[config.mk]
export PLATFORM = sky130hd
export DESIGN_NAME = rop_device_end_flat
export DESIGN_NICKNAME = d
export VERILOG_FILES = /design/src/pkg/rop_pkg.sv /design/src/pkg/rop_link_if.sv /design/src/rtl/rop_device_end.sv /design/src/flat_wrapper.sv
export VERILOG_INCLUDE_DIRS = /design/src /design/src/pkg
export SDC_FILE = /design/constraint.sdc
export NUM_CORES = 1
export LEC_CHECK = 0
export BUFFER_PORTS_ARGS = -buffer_cell sky130_fd_sc_hd__buf_2
export CAP_MARGIN = 0
export CORE_MARGIN = 4
export CORE_UTILIZATION = 50
export DETAILED_ROUTE_END_ITERATION = 6
export PLACE_DENSITY = 0.78
export SYNTH_ARGS = -nofsm -noshare
export SYNTH_HDL_FRONTEND = slang
export SYNTH_SLANG_ARGS = --single-unit
[constraint.sdc]
create_clock -name ref_clk_in -period 2.6 [get_ports ref_clk_in]
set_input_delay 0.65 -clock ref_clk_in [delete_from_list [all_inputs] [get_ports ref_clk_in]]
set_output_delay 0.65 -clock ref_clk_in [all_outputs]
set_load 0.01 [all_outputs]
[src/pkg/rop_defines.svh]
// constants of the relay output port and its bus link
`ifndef ROP_DEFINES_SVH
`define ROP_DEFINES_SVH
`define ROP_CLK_MHZ 125
`define ROP_STROBE_MS 10
`define ROP_STROBE_CYC (`ROP_STROBE_MS * `ROP_CLK_MHZ * 1000)
`define ROP_FILTER_US 600
`define ROP_FILTER_CYC (`ROP_FILTER_US * `ROP_CLK_MHZ)
`define ROP_RELAY_PRESET 16'h0000
`define ROP_HOLD_CYC 4'h8
`define ROP_LEVEL_A 3'h5
`define ROP_LEVEL_B 3'h4
`define ROP_SI_LOW 0
`define ROP_SI_HIGH 1
`define ROP_SI_IEN_SET 2
`define ROP_SI_IEN_CLR 3
`define ROP_SI_READBACK 4
`define ROP_SI_STATUS 5
`define ROP_SI_GRANT 6
`define ROP_SI_BBSY 8
`define ROP_SI_SSYN 9
`define ROP_SI_RDY_RELAY 10
`define ROP_SI_RDY_LEVEL 11
`define ROP_SI_COUNT 12
`define ROP_REG_DATA 8'h00
`define ROP_REG_CMD 8'h04
`define ROP_REG_STATUS 8'h08
`define ROP_REG_PRIO 8'h0C
`define ROP_REG_READ 8'h10
`define ROP_REG_VECTOR 8'h14
`define ROP_CMD_LOW 0
`define ROP_CMD_HIGH 1
`define ROP_CMD_IEN_SET 2
`define ROP_CMD_IEN_CLR 3
`define ROP_CMD_READBACK 4
`define ROP_CMD_STATUS 5
`define ROP_CMD_VCLR 6
`define ROP_RESP_OKAY 2'h0
`define ROP_RESP_SLVERR 2'h2
`endif

[src/pkg/rop_pkg.sv]
// types shared by both ends of the relay output port link
package rop_pkg;
    typedef logic [15:0] rop_word_t;
    typedef enum logic [3:0] {
        ROP_M_IDLE = 4'h1,
        ROP_M_REQ = 4'h2,
        ROP_M_ACK = 4'h4,
        ROP_M_OWN = 4'h8
    } rop_mst_e;
    typedef enum logic [2:0] {
        ROP_V_IDLE = 3'h1,
        ROP_V_SEND = 3'h2,
        ROP_V_DONE = 3'h4
    } rop_vec_e;
    typedef enum logic [3:0] {
        ROP_A_IDLE = 4'h1,
        ROP_A_GRANT = 4'h2,
        ROP_A_WAIT = 4'h4,
        ROP_A_HELD = 4'h8
    } rop_arb_e;
endpackage

[src/pkg/rop_link_if.sv]
// shared bus between the relay output port and the processor end
`timescale 1ns/1ps
interface rop_link_if;
    logic [15:0] h_data;
    logic load_low;
    logic load_high;
    logic ien_set;
    logic ien_clear;
    logic readback_en;
    logic status_en;
    logic [15:0] d_data;
    logic d_data_oe;
    logic [1:0] priority_request;
    logic [1:0] priority_grant;
    logic selection_ack_line;
    logic bus_busy_line_dev;
    logic bus_busy_line_host;
    logic slave_sync_line;
    logic vector_strobe_line;
    modport dev (
        input h_data, load_low, load_high, ien_set, ien_clear, readback_en, status_en,
        input priority_grant, bus_busy_line_host, slave_sync_line,
        output d_data, d_data_oe, priority_request, selection_ack_line,
        output bus_busy_line_dev, vector_strobe_line
    );
    modport host (
        output h_data, load_low, load_high, ien_set, ien_clear, readback_en, status_en,
        output priority_grant, bus_busy_line_host, slave_sync_line,
        input d_data, d_data_oe, priority_request, selection_ack_line,
        input bus_busy_line_dev, vector_strobe_line
    );
endinterface

[src/rtl/rop_device_end.sv]
// relay output port with two bus master channels and a vector sender
//
// Chosen here: the AXI4-Lite interface to the registers and the register addresses.
`timescale 1ns/1ps
`include "rop_defines.svh"
module rop_device_end #(
    parameter int STROBE_CYC = `ROP_STROBE_CYC,
    parameter int FILTER_CYC = `ROP_FILTER_CYC,
    parameter logic [15:0] PRESET = `ROP_RELAY_PRESET
) (
    input wire logic ref_clk_in,
    input wire logic nrst_in,
    rop_link_if.dev link,
    input wire logic [1:0] request_flag_in,
    input wire logic [1:0] request_enable_in,
    input wire logic [1:0] release_in,
    input wire logic [1:0] vector_start_in,
    input wire logic vector_bit_two_in,
    input wire logic [5:0] vector_links_in,
    input wire logic strobe_active_high_in,
    input wire logic ready_relay_in,
    input wire logic ready_level_in,
    output rop_pkg::rop_word_t relay_out,
    output logic [1:0] owner_out,
    output logic [1:0] vector_done_out,
    output logic [1:0] grant_chain_out,
    output logic strobe_driver_out,
    output logic strobe_oneshot_out,
    output logic int_flag_out,
    output logic int_enable_out
);
    import rop_pkg::*;

    logic [`ROP_SI_COUNT-1:0] raw;
    logic [`ROP_SI_COUNT-1:0] s1_q;
    logic [`ROP_SI_COUNT-1:0] s2_q;
    logic [`ROP_SI_COUNT-1:0] s3_q;
    logic [`ROP_SI_COUNT-1:0] sv_q;
    logic [`ROP_SI_COUNT-1:0] sp_q;
    wire [`ROP_SI_COUNT-1:0] rise = sv_q & ~sp_q;

    assign raw = {ready_level_in, ready_relay_in, link.slave_sync_line,
                  link.bus_busy_line_host, link.priority_grant, link.status_en,
                  link.readback_en, link.ien_clear, link.ien_set, link.load_high,
                  link.load_low};

    // three-stage sync, accepted when stages agree
    genvar gi;
    generate
        for (gi = 0; gi < `ROP_SI_COUNT; gi++) begin : g_sync
            always_ff @(posedge ref_clk_in) begin
                if (!nrst_in) begin
                    s1_q[gi] <= 1'b0;
                    s2_q[gi] <= 1'b0;
                    s3_q[gi] <= 1'b0;
                    sv_q[gi] <= 1'b0;
                    sp_q[gi] <= 1'b0;
                end else begin
                    s1_q[gi] <= raw[gi];
                    s2_q[gi] <= s1_q[gi];
                    s3_q[gi] <= s2_q[gi];
                    if (s2_q[gi] == s3_q[gi]) begin
                        sv_q[gi] <= s3_q[gi];
                    end
                    sp_q[gi] <= sv_q[gi];
                end
            end
        end
    endgenerate

    wire load_lo = rise[`ROP_SI_LOW];
    wire load_hi = rise[`ROP_SI_HIGH];
    wire any_load = load_lo | load_hi;
    wire [1:0] grant_s = sv_q[`ROP_SI_GRANT +: 2];
    wire [1:0] grant_rise = rise[`ROP_SI_GRANT +: 2];
    wire bbsy_s = sv_q[`ROP_SI_BBSY];
    wire ssyn_s = sv_q[`ROP_SI_SSYN];

    // relay register, ready filter and flags
    logic [15:0] relay_q;
    logic [23:0] flt_cnt_q;
    logic ready_filt_q;
    logic ready_prev_q;
    logic iflag_q;
    logic ien_q;
    logic [23:0] os_cnt_q;
    logic driver_q;
    logic oneshot_q;

    // both ready forms share one filter
    wire ready_raw = sv_q[`ROP_SI_RDY_RELAY] | sv_q[`ROP_SI_RDY_LEVEL];
    wire flt_done = (flt_cnt_q == 24'(FILTER_CYC - 1));
    // rising edge of the filtered ready
    wire ready_rise = ready_filt_q & ~ready_prev_q;
    wire [23:0] os_cnt_d = any_load ? 24'(STROBE_CYC) :
                           (os_cnt_q != 24'h000000) ? os_cnt_q - 24'h000001 : os_cnt_q;

    always_ff @(posedge ref_clk_in) begin
        if (!nrst_in) begin
            // preset per bit, never both ways
            relay_q <= PRESET;
            flt_cnt_q <= 24'h000000;
            ready_filt_q <= 1'b0;
            ready_prev_q <= 1'b0;
            iflag_q <= 1'b0;
            ien_q <= 1'b0;
            os_cnt_q <= 24'h000000;
            driver_q <= 1'b0;
            oneshot_q <= 1'b0;
        end else begin
            // byte lanes load apart or together
            if (load_lo) begin
                relay_q[7:0] <= link.h_data[7:0];
            end
            if (load_hi) begin
                relay_q[15:8] <= link.h_data[15:8];
            end
            if (ready_raw == ready_filt_q) begin
                flt_cnt_q <= 24'h000000;
            end else if (flt_done) begin
                flt_cnt_q <= 24'h000000;
                ready_filt_q <= ready_raw;
            end else begin
                flt_cnt_q <= flt_cnt_q + 24'h000001;
            end
            ready_prev_q <= ready_filt_q;
            // load clears flag, a new ready wins
            if (ready_rise) begin
                iflag_q <= 1'b1;
            end else if (any_load) begin
                iflag_q <= 1'b0;
            end
            // program sets and clears the enable
            if (rise[`ROP_SI_IEN_SET]) begin
                ien_q <= 1'b1;
            end else if (rise[`ROP_SI_IEN_CLR]) begin
                ien_q <= 1'b0;
            end
            driver_q <= any_load;
            os_cnt_q <= os_cnt_d;
            oneshot_q <= (os_cnt_d != 24'h000000) ? strobe_active_high_in
                                                   : ~strobe_active_high_in;
        end
    end

    // each register bit drives its relay
    assign relay_out = relay_q;
    assign strobe_driver_out = driver_q;
    assign strobe_oneshot_out = oneshot_q;
    assign int_flag_out = iflag_q;
    assign int_enable_out = ien_q;

    // bus master channels
    logic [1:0] req_d;
    logic [1:0] ack_d;
    logic [1:0] own_d;
    logic [1:0] gpass_d;
    generate
        for (gi = 0; gi < 2; gi++) begin : g_chan
            rop_mst_e st_q;
            rop_mst_e st_d;
            wire act = request_flag_in[gi] & request_enable_in[gi];
            always_comb begin
                st_d = st_q;
                case (st_q)
                    ROP_M_IDLE: if (act) st_d = ROP_M_REQ;
                    ROP_M_REQ: begin
                        if (!act) st_d = ROP_M_IDLE;
                        else if (grant_rise[gi]) st_d = ROP_M_ACK;
                    end
                    // take the bus once it is free
                    ROP_M_ACK: begin
                        if (!act) st_d = ROP_M_IDLE;
                        else if (!grant_s[gi] && !bbsy_s && !ssyn_s) st_d = ROP_M_OWN;
                    end
                    // release or lost request ends it
                    ROP_M_OWN: if (release_in[gi] || !act) st_d = ROP_M_IDLE;
                    default: st_d = ROP_M_IDLE;
                endcase
            end
            always_ff @(posedge ref_clk_in) begin
                if (!nrst_in) begin
                    st_q <= ROP_M_IDLE;
                end else begin
                    st_q <= st_d;
                end
            end
            assign req_d[gi] = (st_d == ROP_M_REQ) || (st_d == ROP_M_ACK);
            assign ack_d[gi] = (st_d == ROP_M_ACK);
            assign own_d[gi] = (st_d == ROP_M_OWN);
            // pass the grant only when idle
            assign gpass_d[gi] = grant_s[gi] & (st_d == ROP_M_IDLE);
        end
    endgenerate

    // vector sender
    rop_vec_e vst_q;
    rop_vec_e vst_d;
    logic vch_q;
    wire vstart_any = |vector_start_in;
    always_comb begin
        vst_d = vst_q;
        case (vst_q)
            ROP_V_IDLE: if (vstart_any) vst_d = ROP_V_SEND;
            // sync from processor ends the send
            ROP_V_SEND: if (ssyn_s) vst_d = ROP_V_DONE;
            ROP_V_DONE: if (!vector_start_in[vch_q] && !ssyn_s) vst_d = ROP_V_IDLE;
            default: vst_d = ROP_V_IDLE;
        endcase
    end

    // inserted link forces a zero, bit two direct
    wire [15:0] vec_word = {7'h00, ~vector_links_in, vector_bit_two_in, 2'h0};
    wire rb_s = sv_q[`ROP_SI_READBACK];
    wire st_s = sv_q[`ROP_SI_STATUS];
    wire vsend_d = (vst_d == ROP_V_SEND);
    wire [15:0] drive_d = vsend_d ? vec_word :
                          rb_s ? relay_q :
                          st_s ? {14'h0000, ien_q, iflag_q} : 16'h0000;

    logic [1:0] req_q;
    logic sack_q;
    logic bbsy_q;
    logic [1:0] owner_q;
    logic [1:0] gpass_q;
    logic intr_q;
    logic [1:0] vdone_q;
    logic [15:0] dd_q;
    logic oe_q;
    always_ff @(posedge ref_clk_in) begin
        if (!nrst_in) begin
            vst_q <= ROP_V_IDLE;
            vch_q <= 1'b0;
            req_q <= 2'h0;
            sack_q <= 1'b0;
            bbsy_q <= 1'b0;
            owner_q <= 2'h0;
            gpass_q <= 2'h0;
            intr_q <= 1'b0;
            vdone_q <= 2'h0;
            dd_q <= 16'h0000;
            oe_q <= 1'b0;
        end else begin
            vst_q <= vst_d;
            if (vst_q == ROP_V_IDLE && vstart_any) begin
                vch_q <= ~vector_start_in[0];
            end
            req_q <= req_d;
            sack_q <= |ack_d;
            bbsy_q <= |own_d;
            owner_q <= own_d;
            gpass_q <= gpass_d;
            intr_q <= vsend_d;
            // done drops the start, which ends it
            vdone_q <= (vst_d == ROP_V_DONE) ? (vch_q ? 2'h2 : 2'h1) : 2'h0;
            dd_q <= drive_d;
            oe_q <= vsend_d | rb_s | st_s;
        end
    end

    assign link.priority_request = req_q;
    assign link.selection_ack_line = sack_q;
    assign link.bus_busy_line_dev = bbsy_q;
    assign link.vector_strobe_line = intr_q;
    assign link.d_data = dd_q;
    assign link.d_data_oe = oe_q;
    assign owner_out = owner_q;
    assign grant_chain_out = gpass_q;
    assign vector_done_out = vdone_q;
endmodule // rop_device_end

[src/flat_wrapper.sv]
// flat-port wrapper written by rule: the top's interface ports become plain ports
module rop_device_end_flat import rop_pkg::*;
#(
    parameter int STROBE_CYC = `ROP_STROBE_CYC,
    parameter int FILTER_CYC = `ROP_FILTER_CYC,
    parameter logic [15:0] PRESET = `ROP_RELAY_PRESET
)
  (ref_clk_in, nrst_in, request_flag_in, request_enable_in, release_in, vector_start_in, vector_bit_two_in, vector_links_in, strobe_active_high_in, ready_relay_in, ready_level_in, relay_out, owner_out, vector_done_out, grant_chain_out, strobe_driver_out, strobe_oneshot_out, int_flag_out, int_enable_out, link_h_data, link_load_low, link_load_high, link_ien_set, link_ien_clear, link_readback_en, link_status_en, link_priority_grant, link_bus_busy_line_host, link_slave_sync_line, link_d_data, link_d_data_oe, link_priority_request, link_selection_ack_line, link_bus_busy_line_dev, link_vector_strobe_line);
  rop_link_if link_i ();
  input wire logic ref_clk_in;
  input wire logic nrst_in;
  input wire logic [1:0] request_flag_in;
  input wire logic [1:0] request_enable_in;
  input wire logic [1:0] release_in;
  input wire logic [1:0] vector_start_in;
  input wire logic vector_bit_two_in;
  input wire logic [5:0] vector_links_in;
  input wire logic strobe_active_high_in;
  input wire logic ready_relay_in;
  input wire logic ready_level_in;
  output rop_pkg::rop_word_t relay_out;
  output logic [1:0] owner_out;
  output logic [1:0] vector_done_out;
  output logic [1:0] grant_chain_out;
  output logic strobe_driver_out;
  output logic strobe_oneshot_out;
  output logic int_flag_out;
  output logic int_enable_out;
  input wire logic [$bits(link_i.h_data)-1:0] link_h_data;
  input wire logic [$bits(link_i.load_low)-1:0] link_load_low;
  input wire logic [$bits(link_i.load_high)-1:0] link_load_high;
  input wire logic [$bits(link_i.ien_set)-1:0] link_ien_set;
  input wire logic [$bits(link_i.ien_clear)-1:0] link_ien_clear;
  input wire logic [$bits(link_i.readback_en)-1:0] link_readback_en;
  input wire logic [$bits(link_i.status_en)-1:0] link_status_en;
  input wire logic [$bits(link_i.priority_grant)-1:0] link_priority_grant;
  input wire logic [$bits(link_i.bus_busy_line_host)-1:0] link_bus_busy_line_host;
  input wire logic [$bits(link_i.slave_sync_line)-1:0] link_slave_sync_line;
  output wire logic [$bits(link_i.d_data)-1:0] link_d_data;
  output wire logic [$bits(link_i.d_data_oe)-1:0] link_d_data_oe;
  output wire logic [$bits(link_i.priority_request)-1:0] link_priority_request;
  output wire logic [$bits(link_i.selection_ack_line)-1:0] link_selection_ack_line;
  output wire logic [$bits(link_i.bus_busy_line_dev)-1:0] link_bus_busy_line_dev;
  output wire logic [$bits(link_i.vector_strobe_line)-1:0] link_vector_strobe_line;
  assign link_i.h_data = link_h_data;
  assign link_i.load_low = link_load_low;
  assign link_i.load_high = link_load_high;
  assign link_i.ien_set = link_ien_set;
  assign link_i.ien_clear = link_ien_clear;
  assign link_i.readback_en = link_readback_en;
  assign link_i.status_en = link_status_en;
  assign link_i.priority_grant = link_priority_grant;
  assign link_i.bus_busy_line_host = link_bus_busy_line_host;
  assign link_i.slave_sync_line = link_slave_sync_line;
  assign link_d_data = link_i.d_data;
  assign link_d_data_oe = link_i.d_data_oe;
  assign link_priority_request = link_i.priority_request;
  assign link_selection_ack_line = link_i.selection_ack_line;
  assign link_bus_busy_line_dev = link_i.bus_busy_line_dev;
  assign link_vector_strobe_line = link_i.vector_strobe_line;
  rop_device_end #(.STROBE_CYC(STROBE_CYC), .FILTER_CYC(FILTER_CYC), .PRESET(PRESET)) u_core (.ref_clk_in(ref_clk_in), .nrst_in(nrst_in), .link(link_i), .request_flag_in(request_flag_in), .request_enable_in(request_enable_in), .release_in(release_in), .vector_start_in(vector_start_in), .vector_bit_two_in(vector_bit_two_in), .vector_links_in(vector_links_in), .strobe_active_high_in(strobe_active_high_in), .ready_relay_in(ready_relay_in), .ready_level_in(ready_level_in), .relay_out(relay_out), .owner_out(owner_out), .vector_done_out(vector_done_out), .grant_chain_out(grant_chain_out), .strobe_driver_out(strobe_driver_out), .strobe_oneshot_out(strobe_oneshot_out), .int_flag_out(int_flag_out), .int_enable_out(int_enable_out));
endmodule
Word level (Yosys, flattened, before mapping)
Index checks and enable logic that the tools add are counted.
Word-level totals
  register bits: 166
  latch bits: 0
  RAM bits: 0
  bits in read-only memories: 0
  input bits: 46
  output and inout bits: 48
  logic and storage cells: 194
  memories kept: 0
Cells by class
  add/subtract/negate cells: 2
  multipliers: 0
  divide/modulo/power cells: 0
  magnitude comparators: 1
  eq/ne operators: 35
  shift-type cells: 0
  mux-type cells: 31
  bitwise logic cells: 17
  reduce and logical (&&, ||, !) cells: 28
Operators with widths (count)
  $mux W24: 2
  $mux W4: 12
  $reduce_bool A24 Y1: 2
  $pmux W4 S4: 2
  $add A24 B1 Y24 const B: 1
  $eq A24 B17 Y1 const B: 1
  $sub A24 B1 Y24 const B: 1
  $eq A4 B1 Y1 const B: 4
  $eq A4 B2 Y1 const B: 4
  $eq A4 B3 Y1 const B: 4
  $eq A4 B4 Y1 const B: 4
  $mux W16: 1
  $eq A1 B1 Y1: 13
  $mux W3: 3
  $mux W9: 1
  $pmux W3 S3: 1
  $and A8 B8 Y8: 1
  $not A8 Y8: 1
  $reduce_or A2 Y1: 4
  $logic_not A1 Y1: 7
  $mux W1: 7
  $eq A3 B2 Y1 const B: 2
  $eq A3 B3 Y1 const B: 2
  $logic_and A1 B1 Y1: 6
  other kinds (11): 28

Depth between registers and ports, before layout
Gate-level depths: netlist of run 1.
  depth after elaboration: 9
  gate-level depth with buffers: 10
  gate-level depth less buffers: 9

Least setup slack after synthesis of run 1
OpenSTA, ideal clock, no wires.
  path kind: flip-flop to flip-flop
  from: register u_core.os_cnt_q[2]
  to: register u_core.oneshot_q, in the netlist u_core.strobe_oneshot_out
  library setup time: 72 ps
  data arrival time: 2428 ps
  required time: 2528 ps
  slack: 101 ps
  stages on the path, launching flop included: 9
  path buffers: 1
  period minus slack after synthesis: 2499 ps
  cell sequence: dfxtp_1 buf_6 or4_1 nor4_2 mux2_2 a31oi_1 o2111ai_1 a2111oi_2 mux2i_1
Between the ends
  cells in the longest elaborated chain, start to end: 5
  elaborated cells between the ends (all ways): 6
  those cells by class: add/sub: 1; mux: 3; reduce/logical: 2
RTL lines
  start: declaration: RTL line rop_device_end.sv:86  | logic [23:0] os_cnt_q;
  start signal: assignment: RTL line rop_device_end.sv:140  | os_cnt_q <= os_cnt_d;
  $sub A24 B1 Y24 or $reduce_bool A24 Y1 (tied branches): RTL line rop_device_end.sv:96  | (os_cnt_q != 24'h000000) ? os_cnt_q - 24'h000001 : os_cnt_q;
  $mux W24 (*): RTL line rop_device_end.sv:96
  $mux W24 (*): RTL line rop_device_end.sv:95  | wire [23:0] os_cnt_d = any_load ? 24'(STROBE_CYC) :
  $reduce_bool A24 Y1 (*): RTL line rop_device_end.sv:141  | oneshot_q <= (os_cnt_d != 24'h000000) ? strobe_active_high_in
  $mux W1 (*): RTL line rop_device_end.sv:141
  end signal: assignment: RTL line rop_device_end.sv:141
  end: declaration: RTL line rop_device_end.sv:88  | logic oneshot_q;
Mark *: on every way between the ends. The rest lies on a longest branch, timed or not.
A chain may end at the register's enable or synchronous reset.

Final worst setup path of run 1
  from: register u_core.os_cnt_q[10]
  to: register u_core.oneshot_q, in the netlist u_core.strobe_oneshot_out
The elaborated chain is that of the path after synthesis.

==> results.json, run 1 <==
{
  "antenna_found_initial": 0,
  "required_ns": 2.94,
  "rows": 40,
  "drive_gt1_frac": 0.2179,
  "skew_ns": 0.005972,
  "cp.arrival_ns": 2.84,
  "period_minus_slack_ns": 2.500,
  "cts_buffer_depth": 2,
  "gp_congestion": 0.8781,
  "synth-seq-cells": 164,
  "initial_core_util": 0.5174,
  "synth_cell_types": 56,
  "grt_max_degree": 35,
  "synthArstFlopShare": 0,
  "final_cell_mix": "dfxtp_1 (164), buf_2 (93), nand2_1 (74)",
  "synthXorXnorAreaFrac": 0.04872,
  "cts_buffers": 17,
  "postSynth.topFlopCell": "dfxtp_1",
  "tns_ns": 0,
  "drc": 0,
  "yosys_warnings": 0,
  "drv_cap": 0,
  "ioPinCount": 94,
  "via_per_inst": 5.200,
  "hold_class": "flip-flop to flip-flop",
  "fmax_mhz": 400.0,
  "drt_iter0_drc": 336,
  "end_kind": "flip-flop",
  "cts.sinks": 164,
  "whs_ns": 0.4230,
  "worst_pin_slew_ns": 0.6123,
  "vias": 5122,
  "clkTransAtPathRegs_ns": 0.06,
  "synth_edf_count": 0,
  "cp_max_fo": 5,
  "syn_avg_cell_area_um2": 9.106,
  "final_common_cell": "dfxtp_1",
  "synth_top_family_by_area": "simple AND/OR/NAND/NOR gates",
  "synthAdderAreaFrac": 0.005965,
  "p_per_area_mw_per_mm2": 1040,
  "startpoint_type": "flip-flop",
  "die_x_um": 120.2,
  "core_mm2": 0.01216,
  "synthCells": 691,
  "cts_tree": "yes",
  "rsz0062_at_grt": "no",
  "status": "complete, no violations",
  "areaGrowthSynthToFinish_pct": 21.69,
  "drt-total-wl_um": 13810,
  "synth_compound_area_frac": 0.1062,
  "port_buffers": 93,
  "setup_violations": 0,
  "slew_violations": 0,
  "final_hold_viol_count": 0,
  "insertedDiodeCount": 0,
  "die_y_um": 120.2,
  "fin_nets": 854,
  "syn_nets": 740,
  "peakVddDrop_v": 0.0005546,
  "synth_area_mm2": 0.006292,
  "die-area_mm2": 0.01444,
  "dr.pass1.iters": 7,
  "slew_headroom": 0.5908,
  "dp_hpwl_um": 9904,
  "clk_latency_ns": 0.42,
  "ant_nets": 0,
  "worstSetupPathType": "flip-flop to flip-flop",
  "htreeDepth": 4,
  "yosys-mux-area-fraction": 0.01153,
  "cellLeakagePower_nw": 3.142,
  "fin_crit_sh": 0.9615,
  "yosysSeqAreaShare": 0.5218,
  "grt_pass1_wl_um": 22870,
  "grt_usage": 0.1936,
  "cts_root_buf": "clkbuf_16",
  "grt_pass1_vias": 4959,
  "fillers": 1007,
  "routedWlPerCell_um": 14.02,
  "gr-total-overflow": 0,
  "rrSetupSlack_ns": 0.10,
  "yosys.area_share.simple": 0.2752
}
[final timing paths]
kind	from	to	cells after the start
worst max-delay path	u_core.os_cnt_q[10]$_SDFF_PN0_	u_core.strobe_oneshot_out$_SDFF_PN0_	7
worst min-delay path	u_core.ready_prev_q$_SDFF_PN0_	u_core.int_flag_out$_SDFFE_PN0P_	1
worst max register to register	u_core.os_cnt_q[10]$_SDFF_PN0_	u_core.strobe_oneshot_out$_SDFF_PN0_	7
worst min register to register	u_core.ready_prev_q$_SDFF_PN0_	u_core.int_flag_out$_SDFFE_PN0P_	1
[critical path, stage by stage (launching register included)]
cell and delay (ns):
dfxtp_1 0.34, nor4_4 0.43, buf_4 0.20, nand4_1 0.15, a2111oi_1 0.43, o2111ai_1 0.22
a2111oi_2 0.43, mux2i_1 0.23
[kinds of logic after synthesis]
| logic type | count (synthesis) |
|---|---|
| multiplexers | 7 |
| XOR/XNOR | 35 |
| adder cells (fa/ha/maj) | 3 |
| flip-flops | 164 |
| buffers and inverters | 45 |
| AO/OA/AOI/OAI | 115 |
| AND/OR/NAND/NOR | 322 |
[registers in the layout (all words and copies together) (netlist names), 2 cells and up]
signal and cells:
u_core.sp_q 6, u_core.sv_q 6, u_core.flt_cnt_q 24, u_core.s1_q 12, u_core.s3_q 12, u_core.s2_q 12
u_core.link.d_data 16, u_core.vector_done_out 2, u_core.grant_chain_out 2, u_core.g_chan.st_q 8, u_core.vst_q 3, u_core.os_cnt_q 24
u_core.link.priority_request 2, u_core.owner_out 2, u_core.grant_s 2, u_core.relay_out 16
[area by class of cell]
cell class / instances / area (um2) / area share
Clock buffer: 20 / 446.7 / 0.05833
Clock inverter: 11 / 102.6 / 0.01340
Inverter: 15 / 56.30 / 0.007353
Multi-Input combinational cell: 482 / 2853 / 0.3725
Sequential cell: 164 / 3283 / 0.4288
Tap cell: 168 / 210.2 / 0.02745
Timing Repair Buffer: 125 / 705.7 / 0.09216
[metrics by stage]
| step | utilization | power, W | worst slack (ns) | instances | instance area (um2) |
|---|---|---|---|---|---|
| global route | 0.6296 | 0.008385 | 0.01707 | 985 | 7657 |
| global placement | 0.5802 | 0.005464 | 0.1053 | 952 | 7057 |
| finish | 0.6296 | 0.007961 | 0.1002 | 985 | 7657 |
| floorplan | - | 0.004688 | 0.1007 | 691 | 6292 |
| detailed placement | 0.5802 | 0.005482 | 0.06232 | 952 | 7057 |
| CTS | 0.6254 | 0.007820 | 0.03087 | 983 | 7606 |
[cell usage after synthesis, types with 8 or more instances]
cell / n / share of area
nand4_1: 13 / 0.013
nand3_1: 17 / 0.014
nor2b_1: 11 / 0.011
nand2b_1: 14 / 0.014
and3_1: 8 / 0.0080
nor2_1: 72 / 0.043
dfxtp_1: 164 / 0.52
xnor2_1: 19 / 0.026
o21ai_0: 34 / 0.027
inv_1: 15 / 0.0089
and2_1: 52 / 0.052
xor2_1: 16 / 0.022
clkbuf_1: 21 / 0.013
nor3_1: 11 / 0.0087
a21oi_1: 56 / 0.045
nand2_1: 74 / 0.044
[layer usage]
metal	global-route usage	up-vias	wire length (um)
li1	-	2581	-
met1	0.2438	2375	6387
met2	0.3186	146	6532
met3	0.05285	20	701
met4	0.07087	0	186
met5	0	-	0
[power breakdown]
| group | internal (W) | total [W] | switching (W) |
|---|---|---|---|
| clock | 0.00134 | 0.00232 | 0.000981 |
| sequential | 0.00273 | 0.00296 | 0.000231 |
| combinational | 0.00126 | 0.00267 | 0.00142 |
| total | 0.00533 | 0.00796 | 0.00263 |
[repair_timing]
action                                  4_1_cts  5_1_grt
endpoints found under the setup margin        0        1
resized for setup                             0       12
hold endpoints to repair                      0        0
setup buffers                                 0        2
hold buffers                                  0        0
No activity file was read; power rests on OpenSTA's default activity.
==> run 2, diff against run 1 <==
CELL_PAD_IN_SITES_DETAIL_PLACEMENT = 0   (was unset)
CELL_PAD_IN_SITES_GLOBAL_PLACEMENT = 1   (was unset)
CORE_UTILIZATION = 39   (was 50)
PLACE_DENSITY = 0.8   (was 0.78)
==> results.json, run 2 (synthesis results as in run 1) <==
{
  "worst_pin_slew_ns": 0.5862,
  "worst_r2r_path_depth": 7,
  "clockPowerShare": 0.305,
  "clkTransAtPathRegs_ns": 0.07,
  "hold_start": "vector_links_in[0]",
  "rr_startpoint": "u_core.os_cnt_q[2]$_SDFF_PN0_",
  "vias": 5075,
  "fin_crit_sh": 0.9659,
  "via_per_inst": 4.903,
  "ant_nets": 0,
  "clk_latency_ns": 0.42,
  "slew_headroom": 0.6083,
  "intPower_w": 0.005415,
  "slew_violations": 0,
  "startpoint_type": "flip-flop",
  "drive_gt1_frac": 0.2234,
  "grt_usage": 0.1581,
  "drv_cap": 0,
  "drt-total-wl_um": 14180,
  "areaGrowthSynthToFinish_pct": 23.52,
  "grt_pass1_wl_um": 23360,
  "cp.arrival_ns": 2.85,
  "drt_iter0_drc": 262,
  "port_buffers": 93,
  "cts_root_buf": "clkbuf_16",
  "core_mm2": 0.01583,
  "fmax_mhz": 398.2,
  "power.switching_w": 0.002653,
  "dr.pass1.iters": 4,
  "end_kind": "flip-flop",
  "dp.cells": 1002,
  "initial_core_util": 0.3975,
  "cp_max_fo": 4,
  "cts.sinks": 164,
  "die_y_um": 135.0,
  "required_ns": 2.94,
  "fillers": 1498,
  "ioPinCount": 94,
  "power_frac_seq": 0.371,
  "insertedDiodeCount": 0,
  "htreeDepth": 4,
  "dpl-instance-area_mm2": 0.007132,
  "p_per_area_mw_per_mm2": 1038,
  "critPathLaunch": "u_core.os_cnt_q[2]$_SDFF_PN0_",
  "min_to": "u_core.link.d_data[3]$_SDFF_PN0_",
  "routedWlPerCell_um": 13.70,
  "final_common_cell": "dfxtp_1",
  "rrSetupSlack_ns": 0.09,
  "finalPower_w": 0.008068,
  "cts_tree": "yes",
  "final_cell_mix": "dfxtp_1 (162), buf_2 (93), nand2_1 (74)",
  "period_minus_slack_ns": 2.511,
  "cellLeakagePower_nw": 3.164,
  "stdcell_count": 1035,
  "stdcell_area_mm2": 0.007772,
  "skew_ns": 0.01414,
  "combinationalPowerShare": 0.324,
  "grt_pass1_vias": 4885,
  "cts_buffers": 17,
  "gr-total-overflow": 0,
  "largestRegisters": "u_core.flt_cnt_q (24), u_core.os_cnt_q (24)",
  "peakVddDrop_v": 0.0004708,
  "whs_ns": 0.4254,
  "dp_hpwl_um": 10360,
  "grt_max_degree": 37,
  "fin_nets": 855,
  "antenna_found_initial": 0,
  "die_x_um": 135.0,
  "hold_depth": 2,
  "timing.rr.end": "u_core.strobe_oneshot_out$_SDFF_PN0_",
  "cts_buffer_depth": 2,
  "setup_violations": 0,
  "hold_class": "primary input to flip-flop",
  "drc": 0,
  "gp_congestion": 0.8480,
  "final_hold_viol_count": 0,
  "worstSetupPathType": "flip-flop to flip-flop",
  "die-area_mm2": 0.01823,
  "swShare": 0.3288,
  "rows": 46,
  "status": "complete, no violations"
}
run 2: layout make-up:
class | instances | area (um2) | area share
multi-input cells | 482 | 2853 | 0.3670
inverters | 15 | 56.30 | 0.007244
clock inverters | 11 | 113.9 | 0.01465
repair buffers | 126 | 713.2 | 0.09176
clock buffers | 21 | 480.5 | 0.06182
flip-flops and latches | 164 | 3286 | 0.4227
well taps | 216 | 270.3 | 0.03477
run 2: how the worst max path moves through the flow:
| stage | end | slack, ns |
|---|---|---|
| 2_1_floorplan | u_core.strobe_oneshot_out$_SDFF_PN0_ | 0.10 |
| 3_3_place_gp | u_core.strobe_oneshot_out$_SDFF_PN0_ | 0.14 |
| 3_5_place_dp | u_core.strobe_oneshot_out$_SDFF_PN0_ | 0.06 |
| 4_1_cts | u_core.strobe_oneshot_out$_SDFF_PN0_ | 0.03 |
| 5_1_grt | u_core.strobe_oneshot_out$_SDFF_PN0_ | -0.001 |
| 6_report | u_core.strobe_oneshot_out$_SDFF_PN0_ | 0.09 |
run 2: critical path, cell delays in order, from the launching register on:
cell and delay [ns]:
dfxtp_1 0.37, or4_4 0.58, nor4_4 0.18, mux2_2 0.36, a31oi_1 0.17, o2111ai_1 0.13, a2111oi_2 0.41, mux2i_1 0.24
run 2: power by group through the flow:
stage | Combinational (W) | Clock (W) | Sequential, W
floorplan | 0.00172 | 0 | 0.00297
global placement | 0.00249 | 0 | 0.00302
detailed placement | 0.00248 | 0 | 0.00302
CTS | 0.00250 | 0.00254 | 0.00297
global route | 0.00287 | 0.00265 | 0.00302
finish | 0.00261 | 0.00246 | 0.00299
run 2: through the flow:
step | utilization | setup TNS, ns | setup slack (ns)
2_1_floorplan | - | 0 | 0.1007
5_1_grt | 0.4911 | -0.001110 | -0.001110
6_report | 0.4911 | 0 | 0.08874
4_1_cts | 0.4881 | 0 | 0.02697
3_5_place_dp | 0.4506 | 0 | 0.05797
3_3_place_gp | 0.4506 | 0 | 0.1422
run 2: routing by layer:
metal  up-vias  track usage  wire length, um
met5         -            0                0
met4         0      0.03807               73
met3         6      0.05142              725
met2       116       0.2601             6908
met1      2366       0.2027             6475
li1       2587            -                -
run 2: repair_timing:
item	in CTS	in global routing
resized for setup	0	10
endpoints found under the setup margin	0	1
buffers inserted	0	1
hold buffers	0	0
